[src/common/psfhs_map.svh]
// offsets, field positions, reset values and timing counts of the psu fault sequencer
// assumes a 25 MHz core clock and a 32-bit classic wishbone slave
`ifndef PSFHS_MAP_SVH
`define PSFHS_MAP_SVH
`define PSFHS_CLK_MHZ 25
// register byte offsets
`define PSFHS_ADR_CTRL 8'h00
`define PSFHS_ADR_TIMA 8'h04
`define PSFHS_ADR_TIMB 8'h08
`define PSFHS_ADR_STAT 8'h0c
// ctrl fields
`define PSFHS_C_AUTO 0
`define PSFHS_C_SRC_LO 2
`define PSFHS_C_SRC_HI 3
`define PSFHS_C_ACSW 4
`define PSFHS_C_SGPU 5
`define PSFHS_C_SGINV 6
`define PSFHS_C_LGPU 7
`define PSFHS_C_LGINV 8
`define PSFHS_C_CLR 9
// timing register fields, all in milliseconds
`define PSFHS_TA_ON_LO 0
`define PSFHS_TA_ON_HI 9
`define PSFHS_TA_OFF_LO 10
`define PSFHS_TA_OFF_HI 15
`define PSFHS_TA_REQ_LO 16
`define PSFHS_TA_REQ_HI 23
`define PSFHS_TB_OCP_LO 0
`define PSFHS_TB_OCP_HI 7
// reset values: on 100 ms, off 2 ms, request filter 80 ms, overcurrent 16 ms
`define PSFHS_CTRL_RST 32'h0000_0000
`define PSFHS_TIMA_RST 32'h0050_0864
`define PSFHS_TIMB_RST 32'h0000_0010
// filter and sequencing times
`define PSFHS_OV_DB_NS 16000
`define PSFHS_OV_DB_CYC ((`PSFHS_OV_DB_NS * `PSFHS_CLK_MHZ) / 1000)
`define PSFHS_UV_DB_US 450
`define PSFHS_UV_DB_CYC (`PSFHS_UV_DB_US * `PSFHS_CLK_MHZ)
`define PSFHS_MS_US 1000
`define PSFHS_MS_CYC (`PSFHS_MS_US * `PSFHS_CLK_MHZ)
`define PSFHS_RESTART_MS 1000
`endif

[src/common/psfhs_pkg.sv]
// types shared by the psu fault sequencer files
// assumes nothing beyond a systemverilog compiler
`default_nettype none
package psfhs_pkg;
  typedef enum {st_off, st_start, st_run, st_lowline, st_offdly, st_latched, st_restart} psfhs_state_type;
  typedef enum {fate_off, fate_latch, fate_restart} psfhs_fate_type;
  typedef enum logic [1:0] {src_onboard, src_soft, src_link} psfhs_src_type;
endpackage
`default_nettype wire

[src/verilog/psfhs_debounce.sv]
// two-flop synchroniser and level filter for one fault input
// assumes tick_i paces the count and limit_i holds the period in ticks
`default_nettype none
module psfhs_debounce (
  input  wire logic        clk_i,
  input  wire logic        rst_i,
  input  wire logic        ce_i,
  input  wire logic        raw_i,
  input  wire logic        tick_i,
  input  wire logic [15:0] limit_i,
  output logic             level_o
);
  logic [1:0]  sync_reg;
  logic [15:0] cnt_reg;

  // synchroniser, first stage read only by the second
  always_ff @(posedge clk_i) begin
    if (rst_i) sync_reg <= 2'h0;
    else if (ce_i) sync_reg <= {sync_reg[0], raw_i};
  end

  // a new level passes only after it stood for the whole period
  always_ff @(posedge clk_i) begin
    if (rst_i) begin
      level_o <= 1'b0;
      cnt_reg <= 16'h0000;
    end else if (ce_i) begin
      if (sync_reg[1] == level_o) cnt_reg <= 16'h0000;
      else if (tick_i) begin
        if (cnt_reg + 16'h0001 >= limit_i) begin
          level_o <= sync_reg[1];
          cnt_reg <= 16'h0000;
        end else cnt_reg <= cnt_reg + 16'h0001;
      end
    end
  end
endmodule
`default_nettype wire

[src/verilog/psfhs_sequencer.sv]
// fault and housekeeping sequencer for a supply secondary controller
// assumes raw comparator pins are asynchronous and software uses classic wishbone
`include "psfhs_map.svh"
`default_nettype none
// What this block does
// - undervoltage: delayed enable drop, latch or restart
// - undervoltage drops supply good at once
// - overvoltage latches, crowbars, kills enable, good
// - overvoltage latch clears by request, reset, command
// - qualified overcurrent shuts down, latched or restarting
// - overcurrent warns first; timeout is configurable
// - overtemperature warns, shuts down, latched or restarting
// - blank undervoltage at power-up and low line
// - overload blanks only for ride-through time
// - line status from sense, software or link
// - supply good drops early on line loss
// - status pins: pull direction and polarity selectable
// - line good only with adequate bulk voltage
// - supply good held false for on delay
// - request low or non-overvoltage fault: good false, delayed enable
// - debounce all inputs with documented periods
// - signal start only with adequate line
// - drop line status early on brownout
// - line recovery starts a full power-up
// - reset clears latches, allows clean start
// - auto-restart retries about once a second
module psfhs_sequencer #(
  parameter int MS_CYC    = `PSFHS_MS_CYC,
  parameter int UV_DB_CYC = `PSFHS_UV_DB_CYC
) (
  input  wire logic        clk_i,
  input  wire logic        rst_i,
  input  wire logic        ce_i,
  input  wire logic        wb_cyc_i,
  input  wire logic        wb_stb_i,
  input  wire logic        wb_we_i,
  input  wire logic [7:0]  wb_adr_i,
  input  wire logic [3:0]  wb_sel_i,
  input  wire logic [31:0] wb_dat_i,
  output logic [31:0]      wb_dat_o,
  output logic             wb_ack_o,
  input  wire logic        undervolt_detect_i,
  input  wire logic        over_volt_protect_i,
  input  wire logic        over_current_i,
  input  wire logic        over_temp_i,
  input  wire logic        onoff_request_i,
  input  wire logic        ac_sense_i,
  input  wire logic        line_good_link_i,
  output logic             power_enable_o,
  output logic             crowbar_drive_o,
  output logic             supply_good_o,
  output logic             supply_good_oe_n_o,
  output logic             line_good_o,
  output logic             line_good_oe_n_o
);
  logic [31:0] ctrl_reg;
  logic [31:0] tima_reg;
  logic [31:0] timb_reg;
  logic        wr_en;
  logic        clr_cmd;
  logic        uv_f, ov_f, ocp_f, otp_f, on_f, acs_f, link_f;
  logic        on_prev_reg;
  logic [15:0] ms_cnt_reg;
  logic        ms_tick;
  logic [9:0]  cnt_reg;
  logic [7:0]  ocp_ms_reg;
  logic        ocp_trip, uv_trip, blank_w, line_good;
  logic        latch_reg, crow_reg, pe_reg, sg_reg, lg_reg;
  logic        set_latch, clr_latch, offdly_done;
  psfhs_pkg::psfhs_state_type state_reg, state_next;
  psfhs_pkg::psfhs_fate_type  fate_reg, fate_next;

  // byte-lane merge used by every writable register
  function automatic logic [31:0] lane_merge(input logic [31:0] old_v, input logic [31:0] new_v,
                                             input logic [3:0] sel);
    logic [31:0] r;
    r = old_v;
    for (int i = 0; i < 4; i++) begin
      if (sel[i]) r[i*8 +: 8] = new_v[i*8 +: 8];
    end
    return r;
  endfunction

  // open-drain drive: only the active level is driven, the other is released
  function automatic logic od_drive_n(input logic val, input logic pull_up, input logic inv);
    return ((val ^ inv) == pull_up) ? 1'b0 : 1'b1;
  endfunction

  // bus slave: ack one cycle after the request, write commits on the ack edge
  assign wr_en   = wb_cyc_i & wb_stb_i & wb_we_i & wb_ack_o & ce_i;
  assign clr_cmd = wr_en & (wb_adr_i == `PSFHS_ADR_CTRL) & wb_sel_i[1] & wb_dat_i[`PSFHS_C_CLR];

  always_ff @(posedge clk_i) begin
    if (rst_i) wb_ack_o <= 1'b0;
    else if (ce_i) wb_ack_o <= wb_cyc_i & wb_stb_i & ~wb_ack_o;
  end

  // read mux, unmapped offsets answer with zero
  always_ff @(posedge clk_i) begin
    if (rst_i) wb_dat_o <= 32'h0000_0000;
    else if (ce_i && wb_cyc_i && wb_stb_i && !wb_ack_o) begin
      unique case (wb_adr_i)
        `PSFHS_ADR_CTRL: wb_dat_o <= {22'h0, 1'b0, ctrl_reg[8:0]}; // clear bit reads zero
        `PSFHS_ADR_TIMA: wb_dat_o <= {8'h00, tima_reg[23:0]};
        `PSFHS_ADR_TIMB: wb_dat_o <= {24'h0, timb_reg[7:0]};
        `PSFHS_ADR_STAT: wb_dat_o <= {16'h0, 1'b0, 3'(state_reg), crow_reg, latch_reg, pe_reg, sg_reg,
                                      lg_reg, line_good, on_f, otp_f, ocp_f, ov_f, uv_f, blank_w};
        default:         wb_dat_o <= 32'h0000_0000;
      endcase
    end
  end

  // configuration registers
  always_ff @(posedge clk_i) begin
    if (rst_i) begin
      ctrl_reg <= `PSFHS_CTRL_RST;
      tima_reg <= `PSFHS_TIMA_RST;
      timb_reg <= `PSFHS_TIMB_RST;
    end else if (wr_en) begin
      if (wb_adr_i == `PSFHS_ADR_CTRL) ctrl_reg <= lane_merge(ctrl_reg, wb_dat_i, wb_sel_i);
      if (wb_adr_i == `PSFHS_ADR_TIMA) tima_reg <= lane_merge(tima_reg, wb_dat_i, wb_sel_i);
      if (wb_adr_i == `PSFHS_ADR_TIMB) timb_reg <= lane_merge(timb_reg, wb_dat_i, wb_sel_i);
    end
  end

  // millisecond time base shared by every slow timer
  always_ff @(posedge clk_i) begin
    if (rst_i) ms_cnt_reg <= 16'h0000;
    else if (ce_i) ms_cnt_reg <= ms_tick ? 16'h0000 : ms_cnt_reg + 16'h0001;
  end
  assign ms_tick = (ms_cnt_reg == 16'(MS_CYC - 1));

  // input filters; fast faults count cycles, the request counts milliseconds
  psfhs_debounce u_db_ov (.clk_i(clk_i), .rst_i(rst_i), .ce_i(ce_i), .raw_i(over_volt_protect_i),
    .tick_i(1'b1), .limit_i(16'(`PSFHS_OV_DB_CYC)), .level_o(ov_f));
  psfhs_debounce u_db_uv (.clk_i(clk_i), .rst_i(rst_i), .ce_i(ce_i), .raw_i(undervolt_detect_i),
    .tick_i(1'b1), .limit_i(16'(UV_DB_CYC)), .level_o(uv_f));
  psfhs_debounce u_db_on (.clk_i(clk_i), .rst_i(rst_i), .ce_i(ce_i), .raw_i(onoff_request_i),
    .tick_i(ms_tick), .limit_i({8'h00, tima_reg[`PSFHS_TA_REQ_HI:`PSFHS_TA_REQ_LO]}), .level_o(on_f));
  psfhs_debounce u_db_oc (.clk_i(clk_i), .rst_i(rst_i), .ce_i(ce_i), .raw_i(over_current_i),
    .tick_i(1'b1), .limit_i(16'(`PSFHS_OV_DB_CYC)), .level_o(ocp_f));
  psfhs_debounce u_db_ot (.clk_i(clk_i), .rst_i(rst_i), .ce_i(ce_i), .raw_i(over_temp_i),
    .tick_i(1'b1), .limit_i(16'(`PSFHS_OV_DB_CYC)), .level_o(otp_f));
  psfhs_debounce u_db_ac (.clk_i(clk_i), .rst_i(rst_i), .ce_i(ce_i), .raw_i(ac_sense_i),
    .tick_i(1'b1), .limit_i(16'(`PSFHS_OV_DB_CYC)), .level_o(acs_f));
  psfhs_debounce u_db_lk (.clk_i(clk_i), .rst_i(rst_i), .ce_i(ce_i), .raw_i(line_good_link_i),
    .tick_i(1'b1), .limit_i(16'(`PSFHS_OV_DB_CYC)), .level_o(link_f));

  // line status source; the unused code falls back to the on-board sense
  always_comb begin
    unique case (psfhs_pkg::psfhs_src_type'(ctrl_reg[`PSFHS_C_SRC_HI:`PSFHS_C_SRC_LO]))
      psfhs_pkg::src_soft: line_good = ctrl_reg[`PSFHS_C_ACSW];
      psfhs_pkg::src_link: line_good = link_f;
      default:             line_good = acs_f;
    endcase
  end

  // overcurrent qualification; during ride-through the output is in current limit
  always_ff @(posedge clk_i) begin
    if (rst_i) ocp_ms_reg <= 8'h00;
    else if (ce_i) begin
      if (!ocp_f) ocp_ms_reg <= 8'h00;
      else if (ms_tick && !ocp_trip) ocp_ms_reg <= ocp_ms_reg + 8'h01;
    end
  end
  assign ocp_trip = ocp_f & (ocp_ms_reg >= timb_reg[`PSFHS_TB_OCP_HI:`PSFHS_TB_OCP_LO]);

  // blanking: power-up, low line, and overload only until ride-through ends
  assign blank_w = (state_reg == psfhs_pkg::st_start) | ~line_good | (ocp_f & ~ocp_trip);
  assign uv_trip = uv_f & ~blank_w & (state_reg == psfhs_pkg::st_run);

  // per-state millisecond counter, restarted on every state change
  always_ff @(posedge clk_i) begin
    if (rst_i) cnt_reg <= 10'h000;
    else if (ce_i) begin
      if (state_next != state_reg) cnt_reg <= 10'h000;
      else if (ms_tick && cnt_reg != 10'h3ff) cnt_reg <= cnt_reg + 10'h001;
    end
  end

  // off delay elapsed; read from the counter only, so the latch set cannot loop through state_next
  assign offdly_done = (cnt_reg >= {4'h0, tima_reg[`PSFHS_TA_OFF_HI:`PSFHS_TA_OFF_LO]});

  // sequencing state machine
  always_comb begin
    state_next = state_reg;
    fate_next  = fate_reg;
    unique case (state_reg)
      psfhs_pkg::st_off: begin
        if (on_f && line_good) state_next = psfhs_pkg::st_start;
      end
      psfhs_pkg::st_start: begin
        if (!on_f) begin
          state_next = psfhs_pkg::st_offdly;
          fate_next  = psfhs_pkg::fate_off;
        end else if (cnt_reg >= tima_reg[`PSFHS_TA_ON_HI:`PSFHS_TA_ON_LO]) state_next = psfhs_pkg::st_run;
      end
      psfhs_pkg::st_run: begin
        if (ocp_trip || otp_f || uv_trip) begin
          state_next = psfhs_pkg::st_offdly;
          fate_next  = ctrl_reg[`PSFHS_C_AUTO] ? psfhs_pkg::fate_restart : psfhs_pkg::fate_latch;
        end else if (!on_f) begin
          state_next = psfhs_pkg::st_offdly;
          fate_next  = psfhs_pkg::fate_off;
        end else if (!line_good) state_next = psfhs_pkg::st_lowline;
      end
      psfhs_pkg::st_lowline: begin
        if (!on_f) begin
          state_next = psfhs_pkg::st_offdly;
          fate_next  = psfhs_pkg::fate_off;
        end else if (line_good) state_next = psfhs_pkg::st_start;
      end
      psfhs_pkg::st_offdly: begin
        if (offdly_done) begin
          unique case (fate_reg)
            psfhs_pkg::fate_latch:   state_next = psfhs_pkg::st_latched;
            psfhs_pkg::fate_restart: state_next = psfhs_pkg::st_restart;
            psfhs_pkg::fate_off:     state_next = psfhs_pkg::st_off;
          endcase
        end
      end
      psfhs_pkg::st_latched: begin
        if (!latch_reg && !set_latch) state_next = psfhs_pkg::st_off;
      end
      psfhs_pkg::st_restart: begin
        if (cnt_reg >= 10'(`PSFHS_RESTART_MS)) state_next = psfhs_pkg::st_off;
      end
    endcase
    if (set_latch || latch_reg) state_next = psfhs_pkg::st_latched;
  end

  always_ff @(posedge clk_i) begin
    if (rst_i) begin
      state_reg <= psfhs_pkg::st_off;
      fate_reg  <= psfhs_pkg::fate_off;
    end else if (ce_i) begin
      state_reg <= state_next;
      fate_reg  <= fate_next;
    end
  end

  // protection latch shared by overvoltage and latched shutdowns; a set beats a clear
  assign set_latch = ov_f | ((state_reg == psfhs_pkg::st_offdly) & offdly_done & (fate_reg == psfhs_pkg::fate_latch));
  assign clr_latch = clr_cmd | (on_prev_reg & ~on_f);

  always_ff @(posedge clk_i) begin
    if (rst_i) begin
      latch_reg   <= 1'b0;
      crow_reg    <= 1'b0;
      on_prev_reg <= 1'b0;
    end else if (ce_i) begin
      on_prev_reg <= on_f;
      if (set_latch) latch_reg <= 1'b1;
      else if (clr_latch) latch_reg <= 1'b0;
      if (ov_f) crow_reg <= 1'b1;
      else if (clr_latch) crow_reg <= 1'b0;
    end
  end

  // outputs; supply good falls the cycle a fault is seen, before the enable except on overvoltage, where both fall together
  always_ff @(posedge clk_i) begin
    if (rst_i) begin
      pe_reg <= 1'b0;
      sg_reg <= 1'b0;
      lg_reg <= 1'b0;
    end else if (ce_i) begin
      pe_reg <= (state_next == psfhs_pkg::st_start) | (state_next == psfhs_pkg::st_run) |
                (state_next == psfhs_pkg::st_lowline) | (state_next == psfhs_pkg::st_offdly);
      sg_reg <= (state_next == psfhs_pkg::st_run) & line_good & ~ov_f & ~otp_f & ~ocp_f & ~uv_trip;
      lg_reg <= line_good;
    end
  end

  assign power_enable_o     = pe_reg;
  assign crowbar_drive_o    = crow_reg;
  assign supply_good_o      = ctrl_reg[`PSFHS_C_SGPU];
  assign supply_good_oe_n_o = od_drive_n(sg_reg, ctrl_reg[`PSFHS_C_SGPU], ctrl_reg[`PSFHS_C_SGINV]);
  assign line_good_o        = ctrl_reg[`PSFHS_C_LGPU];
  assign line_good_oe_n_o   = od_drive_n(lg_reg, ctrl_reg[`PSFHS_C_LGPU], ctrl_reg[`PSFHS_C_LGINV]);

  // checks
  a_ov_latch_set: assert property (@(posedge clk_i) disable iff (rst_i)
    (ce_i && ov_f) |=> (latch_reg && crow_reg && !pe_reg && !sg_reg))
    else $error("overvoltage did not latch off");
  a_latch_holds_off: assert property (@(posedge clk_i) disable iff (rst_i)
    latch_reg |-> (!pe_reg && !sg_reg))
    else $error("output on while latched");
  a_uv_good_drop: assert property (@(posedge clk_i) disable iff (rst_i)
    (ce_i && uv_trip) |=> (!sg_reg && pe_reg))
    else $error("undervoltage did not drop good first");
  a_start_good_low: assert property (@(posedge clk_i) disable iff (rst_i)
    (state_reg == psfhs_pkg::st_start) |-> !sg_reg)
    else $error("good high during on delay");
  a_offdly_order: assert property (@(posedge clk_i) disable iff (rst_i)
    (state_reg == psfhs_pkg::st_offdly) |-> (!sg_reg && pe_reg))
    else $error("off delay order broken");
  a_clear_latch: assert property (@(posedge clk_i) disable iff (rst_i)
    (ce_i && clr_cmd && !set_latch) |=> !latch_reg)
    else $error("clear command ignored");
  a_blank_uv: assert property (@(posedge clk_i) disable iff (rst_i)
    (ce_i && uv_f && on_f && !latch_reg && !set_latch &&
     (state_reg == psfhs_pkg::st_start || state_reg == psfhs_pkg::st_lowline)) |=> (state_reg != psfhs_pkg::st_offdly))
    else $error("undervoltage not blanked");
  a_line_drop: assert property (@(posedge clk_i) disable iff (rst_i)
    (ce_i && !line_good) |=> (!lg_reg && !sg_reg))
    else $error("line loss not flagged");
  a_ocp_warn: assert property (@(posedge clk_i) disable iff (rst_i)
    (ce_i && ocp_trip && state_reg == psfhs_pkg::st_run) |=> (!sg_reg && pe_reg))
    else $error("overcurrent without warning");
endmodule
`default_nettype wire

[config.mk]
export PLATFORM = sky130hd
export DESIGN_NAME = psfhs_sequencer
export DESIGN_NICKNAME = d
export VERILOG_FILES = /design/src/common/psfhs_pkg.sv /design/src/verilog/psfhs_debounce.sv /design/src/verilog/psfhs_sequencer.sv
export VERILOG_INCLUDE_DIRS = /design/src /design/src/common
export SDC_FILE = /design/constraint.sdc
export NUM_CORES = 1
export LEC_CHECK = 0
export BUFFER_PORTS_ARGS = -buffer_cell sky130_fd_sc_hd__buf_2
export CORE_MARGIN = 4
export CORE_UTILIZATION = 55
export DETAILED_ROUTE_END_ITERATION = 8
export GPL_ROUTABILITY_DRIVEN = 0
export HOLD_SLACK_MARGIN = 0.1
export PLACE_DENSITY = 0.82
export SYNTH_ARGS = -nofsm -noshare
export SYNTH_HDL_FRONTEND = slang
export SYNTH_HIERARCHICAL = 1
export SYNTH_SLANG_ARGS = --single-unit
[constraint.sdc]
create_clock -name clk_i -period 6.6 [get_ports clk_i]
set_input_delay 1.32 -clock clk_i [delete_from_list [all_inputs] [get_ports clk_i]]
set_output_delay 1.32 -clock clk_i [all_outputs]
set_load 0.02 [all_outputs]
# After elaboration in Yosys (flattened, before gate mapping)
# Index checks and enable logic that the tools add are counted.
dict set report op_classes {
  reduce_logical 42
  magnitude_cmp 11
  n_mux 45
  bitwise_logic 45
  div 0
  addsub 10
  n_eq_ne 34
  shifts 0
  multipliers 0
}
# op n
set ops {}
lappend ops {{32-bit two-way mux} 14}
lappend ops {{16-bit two-way mux} 16}
lappend ops {{32-bit case mux with 7 select lines} 1}
lappend ops {{32-bit by 2-bit equality test with 1-bit output (second input constant)} 6}
lappend ops {{32-bit by 3-bit equality test with 1-bit output (second input constant)} 6}
lappend ops {{16-bit by 1-bit adder with 16-bit output (second input constant)} 8}
lappend ops {{24-bit case mux with 4 select lines} 1}
lappend ops {{32-bit case mux with 3 select lines} 1}
lappend ops {{16-bit by 9-bit greater-or-equal comparator with 1-bit output (second input constant)} 5}
lappend ops {{32-bit by 1-bit equality test with 1-bit output (second input constant)} 2}
lappend ops {{32-bit by 4-bit equality test with 1-bit output (second input constant)} 2}
lappend ops {{32-bit zero test} 2}
lappend ops {{32-bit case mux with 2 select lines} 1}
lappend ops {{3-bit AND reduction} 12}
lappend ops {{32-bit inequality test} 1}
lappend ops {{1-bit bitwise AND} 20}
lappend ops {{10-bit two-way mux} 2}
lappend ops {{16-bit by 15-bit equality test with 1-bit output (second input constant)} 1}
lappend ops {{8-bit by 4-bit equality test with 1-bit output (second input constant)} 2}
lappend ops {{16-bit by 14-bit greater-or-equal comparator with 1-bit output (second input constant)} 1}
lappend ops {{16-bit by 8-bit greater-or-equal comparator with 1-bit output} 1}
lappend ops {{8-bit two-way mux} 2}
lappend ops {{1-bit NOT} 16}
lappend ops {{2-bit AND reduction} 6}
lappend ops {{24 further kinds} 58}
dict set report word_totals {
  wordCells 227
  in_bits 57
  latchBits 0
  romBits 0
  mem_bits_rw 0
  n_memories 0
  reg_bits 311
}

# Longest topological paths before layout
dict set report logic_depth {
  depth_word 18
  mapped_depth 15
}

# By module
# The synthesis kept the hierarchy.
# mod seq_area_each_um2 n_inst cells_each area_per_inst_um2
set modules_own_cells {}
lappend modules_own_cells {{psfhs_debounce at u_db_ac ...} 380.4 6 170 1451.4}
lappend modules_own_cells {psfhs_sequencer 3403.3 1 849 7791.2}
lappend modules_own_cells {{psfhs_debounce at u_db_ov} 380.4 1 170 1453.9}

# Worst setup path before layout
# Ideal clock, no wire load.
dict set report synth_path {
  path_kind {reg2reg}
  startpoint {register ocp_ms_reg[0]}
  endpoint {register cnt_reg[1] (netlist name)}
  synth_period_minus_slack_ns 3.055
  path_buffers 1
  t_arrival_ns 2.966
  stages_incl_launch_ff 13
  setup_slack_ns 3.545
  path_cell_list {dfxtp_1 > inv_1 > ha_1 > nand2b_1 > a2111oi_0 > o31ai_1 > a211oi_1 > a211oi_1 > a2111oi_4 > nand2_1 > a21o_1 > buf_6 > o32ai_2}
}
# element line
set synth_rtl {}
lappend synth_rtl {{start, declared} psfhs_sequencer.sv:66} ;# logic [7:0] ocp_ms_reg;
lappend synth_rtl {{start signal, assigned} psfhs_sequencer.sv:163} ;# else if (ms_tick && !ocp_trip) ocp_ms_reg <= ocp_ms_reg + 8'h01;

# Worst setup path in the final report
dict set report layout_path {
  startpoint {register u_db_ov.cnt_reg[0]}
  endpoint {register u_db_ov.cnt_reg[11]}
}
dict set report layout_via {
  elab_chain_len 4
}
# element line
set layout_lines {}
lappend layout_lines {{start, declared} psfhs_debounce.sv:14} ;# logic [15:0] cnt_reg;
lappend layout_lines {{start signal, assigned} psfhs_debounce.sv:33} ;# end else cnt_reg <= cnt_reg + 16'h0001;
lappend layout_lines {{16-bit by 1-bit adder with 16-bit output (*)} {psfhs_debounce.sv:30, psfhs_debounce.sv:33}}
lappend layout_lines {{16-bit by 9-bit greater-or-equal comparator with 1-bit output} psfhs_debounce.sv:30} ;# if (cnt_reg + 16'h0001 >= limit_i) begin
lappend layout_lines {{16-bit two-way mux (*)} psfhs_debounce.sv:30}
lappend layout_lines {{16-bit two-way mux (*)} psfhs_debounce.sv:28} ;# if (sync_reg[1] == level_o) cnt_reg <= 16'h0000;
# Mark *: on every way between the ends. The rest lies on a longest branch, timed or not.
# A chain may end at the register's enable or synchronous reset.

==> out/results.tsv <==
metric	value	unit
status	finished clean	
required	7.04	ns
numPortBuffers	78	
slew_headroom	0.268	
cts.clk_slew.worst_paths	0.06	ns
clock.fmax	0.263	GHz
fin_nets	2404	
antenna_found_initial	3	
r2r_slack	2.80	ns
max_stage_delay	0.69	ns
maxCapViolations	0	
first_global_vias	14600	
cts-root-buf	clkbuf_16	
cts_tree	yes	
start_kind	flip-flop	
finalMaxSlewViolations	0	
worstHoldStart	ctrl_reg[1]$_SDFFE_PP0P_	
powerDensity	206	nW/um2
path_cells	ha_1, nand4_1, nor2_1, and4_1, and3_1, xor2_1, ha_1, nand2_1, nor2_1, a211oi_1, and4_1, o21ai_0, a31oi_1	
rsz0062_at_grt	no	
min_delay_path_depth	2	
p_clk_frac	0.496	
syn2layout_area_growth	12.1	%
ios	96	
grt_max_degree	62	
tightest_slew	1.10	ns
die_y	189	um
synth_cell_type_count	98	
layout_min_cycle_time	3.80	ns
vias_per_cell	5.67	
rows	65	
reg2reg_depth	13	
hp-class	reg2reg	
critPathArrivalTime	4.24	ns
cts_resized	0	
path_buf_inv	0	
clk_latency	0.51	ns
clockBufferDepth	3	
setup_tns	0	ns
timing.final.crit_share	0.576	
async_reset_ff_frac	0	
reg2reg_to	u_db_ov/cnt_reg[11]$_SDFFE_PP0P_	
final_cells	2658	
setup_viol	0	
cts_sinks	303	
syn-cell-area	18000	um2
seqPwrFrac	0.446	
cp-end-kind	flip-flop	
cts_setup_buffers	0	
num_vias	15100	
cts_hold_buf	0	
ys_ff_latch	303	
cts_htree_levels	2	
firstDrtPassIters	6	
critPathKind	reg2reg	
die_w	189	um
swShare	0.222	
wl_per_cell	15.1	um
internal_power	3230	uW
ys_seq_area_frac	0.338	
syn_inst	2039	
ant_nets	0	
hpwl	28.9	mm
dp.cells	2596	
start_util	0.563	
yosys_warnings	6	
grt_usage	0.221	
drc_errors	0	
cp_slowest_cell	and4_1	
min_to	ctrl_reg[1]$_SDFFE_PP0P_	
drt_iter0_markers	1083	
cp_top_family	simple AND/OR/NAND/NOR gates	
finalHoldViolations	0	
power.leakage	0.00888	uW
synthFlopType	dfxtp_1	
cp_max_fo	16	
worst_r2r_startpoint	u_db_ov/cnt_reg[0]$_SDFFE_PP0P_	
skew	0.0209	ns
cts-buffers-inserted	34	
ir_drop	0.173	mV
drive_gt1_frac	0.109	
grt_pass1_wl	68.3	mm
design.die.area	35600	um2
power_frac_comb	0.057	
grt_overflow	0	
drt-total-wl	40.1	mm
fp.coreArea	31900	um2
avgSynthCellArea	8.81	um2
switchingPower	919	uW
synth_edf_count	0	
## cells in the mapped netlist (all sizes together), types with 4 or more instances
cell	number	area, um2
nand4	45	372
o31ai	4	45.1
mux2i	44	440
and3	36	225
a2111oi	8	108
inv	179	672
nor2	176	661
a22oi	26	195
o21a	16	120
a22o	8	70.1
and2	74	467
nand2b	14	87.6
and4	11	96.3
xor2	57	544
o211ai	17	133
or2	17	106
nor4	27	184
o22ai	7	43.8
nor3b	15	148
nor2b	17	114
a32o	54	541
a21oi	66	364
a211oi	13	97.6
nand2	182	683
nand3	76	415
dfxtp	303	6070
mux4	8	180
or4	5	50.1
nand3b	14	105
ha	149	1860
a31oi	51	319
o21ai	40	200
nor3	39	340
a221oi	8	70.1
a211o	9	78.8
clkbuf	42	188
a21o	9	67.6
a41oi	7	68.8
buf	40	303
or3	14	91.3
o221ai	12	105
xnor2	61	534
## cell usage in the layout (no fill, tap or decap), types with 51 or more instances in the layout
cell	count
dfxtp_1	303
nand2_1	182
inv_1	179
nor2_1	176
ha_1	149
conb_1	124
buf_2	77
and2_1	71
nand3_1	69
xnor2_1	61
a21oi_1	57
a32o_1	54
a31oi_1	51
xor2_1	51
## power by group through the flow
stage / Clock, uW / Combinational (uW) / Sequential, uW
finish: 2060 / 238 / 1850
global route: 2180 / 266 / 1850
CTS: 2090 / 231 / 1850
detailed placement: 0 / 229 / 1890
global placement: 0 / 221 / 1890
floorplan: 0 / 175 / 1890
## logic make-up (layout without fill, tap and decap cells)
| logic type | after synthesis | after routing | synth area share |
|---|---|---|---|
| buf+inv | 262 | 323 | 0.0650 |
| mux | 54 | 54 | 0.0358 |
| other cells | 2 | 125 | 0.000418 |
| simple gates | 771 | 771 | 0.235 |
| flops | 303 | 303 | 0.338 |
| compound gates | 380 | 380 | 0.162 |
| xor+xnor | 118 | 118 | 0.0601 |
| fa+ha+maj | 149 | 149 | 0.104 |
## worst max path at each step
stage / startpoint / endpoint / depth (start not counted)
floorplan: ocp_ms_reg[0]$_SDFFE_PP0P_ / cnt_reg[1]$_SDFFE_PP0P_ / 12
global placement: ce_i / cnt_reg[9]$_SDFFE_PP0P_ / 9
detailed placement: ce_i / cnt_reg[9]$_SDFFE_PP0P_ / 9
CTS: u_db_ov/cnt_reg[0]$_SDFFE_PP0P_ / u_db_ov/cnt_reg[11]$_SDFFE_PP0P_ / 13
global route: u_db_ov/cnt_reg[0]$_SDFFE_PP0P_ / u_db_ov/cnt_reg[5]$_SDFFE_PP0P_ / 13
finish: u_db_ov/cnt_reg[0]$_SDFFE_PP0P_ / u_db_ov/cnt_reg[11]$_SDFFE_PP0P_ / 13
## metrics by stage
stage               power (uW)  hold slack, ns  setup WS (ns)  area [um2]   util
floorplan                 2060           0.429           3.54       18400      -
global placement          2110           0.438           2.84       18900  0.592
detailed placement        2120           0.445           2.79       18900  0.592
CTS                       4170           0.454           2.82       20100  0.631
global route              4290           0.471           2.48       20100  0.631
finish                    4150           0.452           2.80       20100  0.631
## layer usage
metal  global-route usage  share of wire  vias to the layer above
met4               0.0572          0.021                        4
met3               0.0387          0.062                       90
met2                0.388           0.48                      431
met1                0.283           0.44                     7042
met5                    0        0.00072                        -
li1                     -              -                     7498
## worst min-delay path, stage by stage (launching register included)
cell     delay [ns]
dfxtp_1        0.31
nand2_1        0.05
a21oi_1        0.05
## cell type report
class | count | area [um2]
clock inverter | 18 | 304
tap | 435 | 544
timing repair buffer | 83 | 434
fill | 2565 | 11800
multi-input combinational | 1596 | 11200
sequential | 303 | 6070
clock buffer | 42 | 922
antenna | 1 | 2.50
inverter | 180 | 676
No activity file was read; power rests on OpenSTA's default activity.
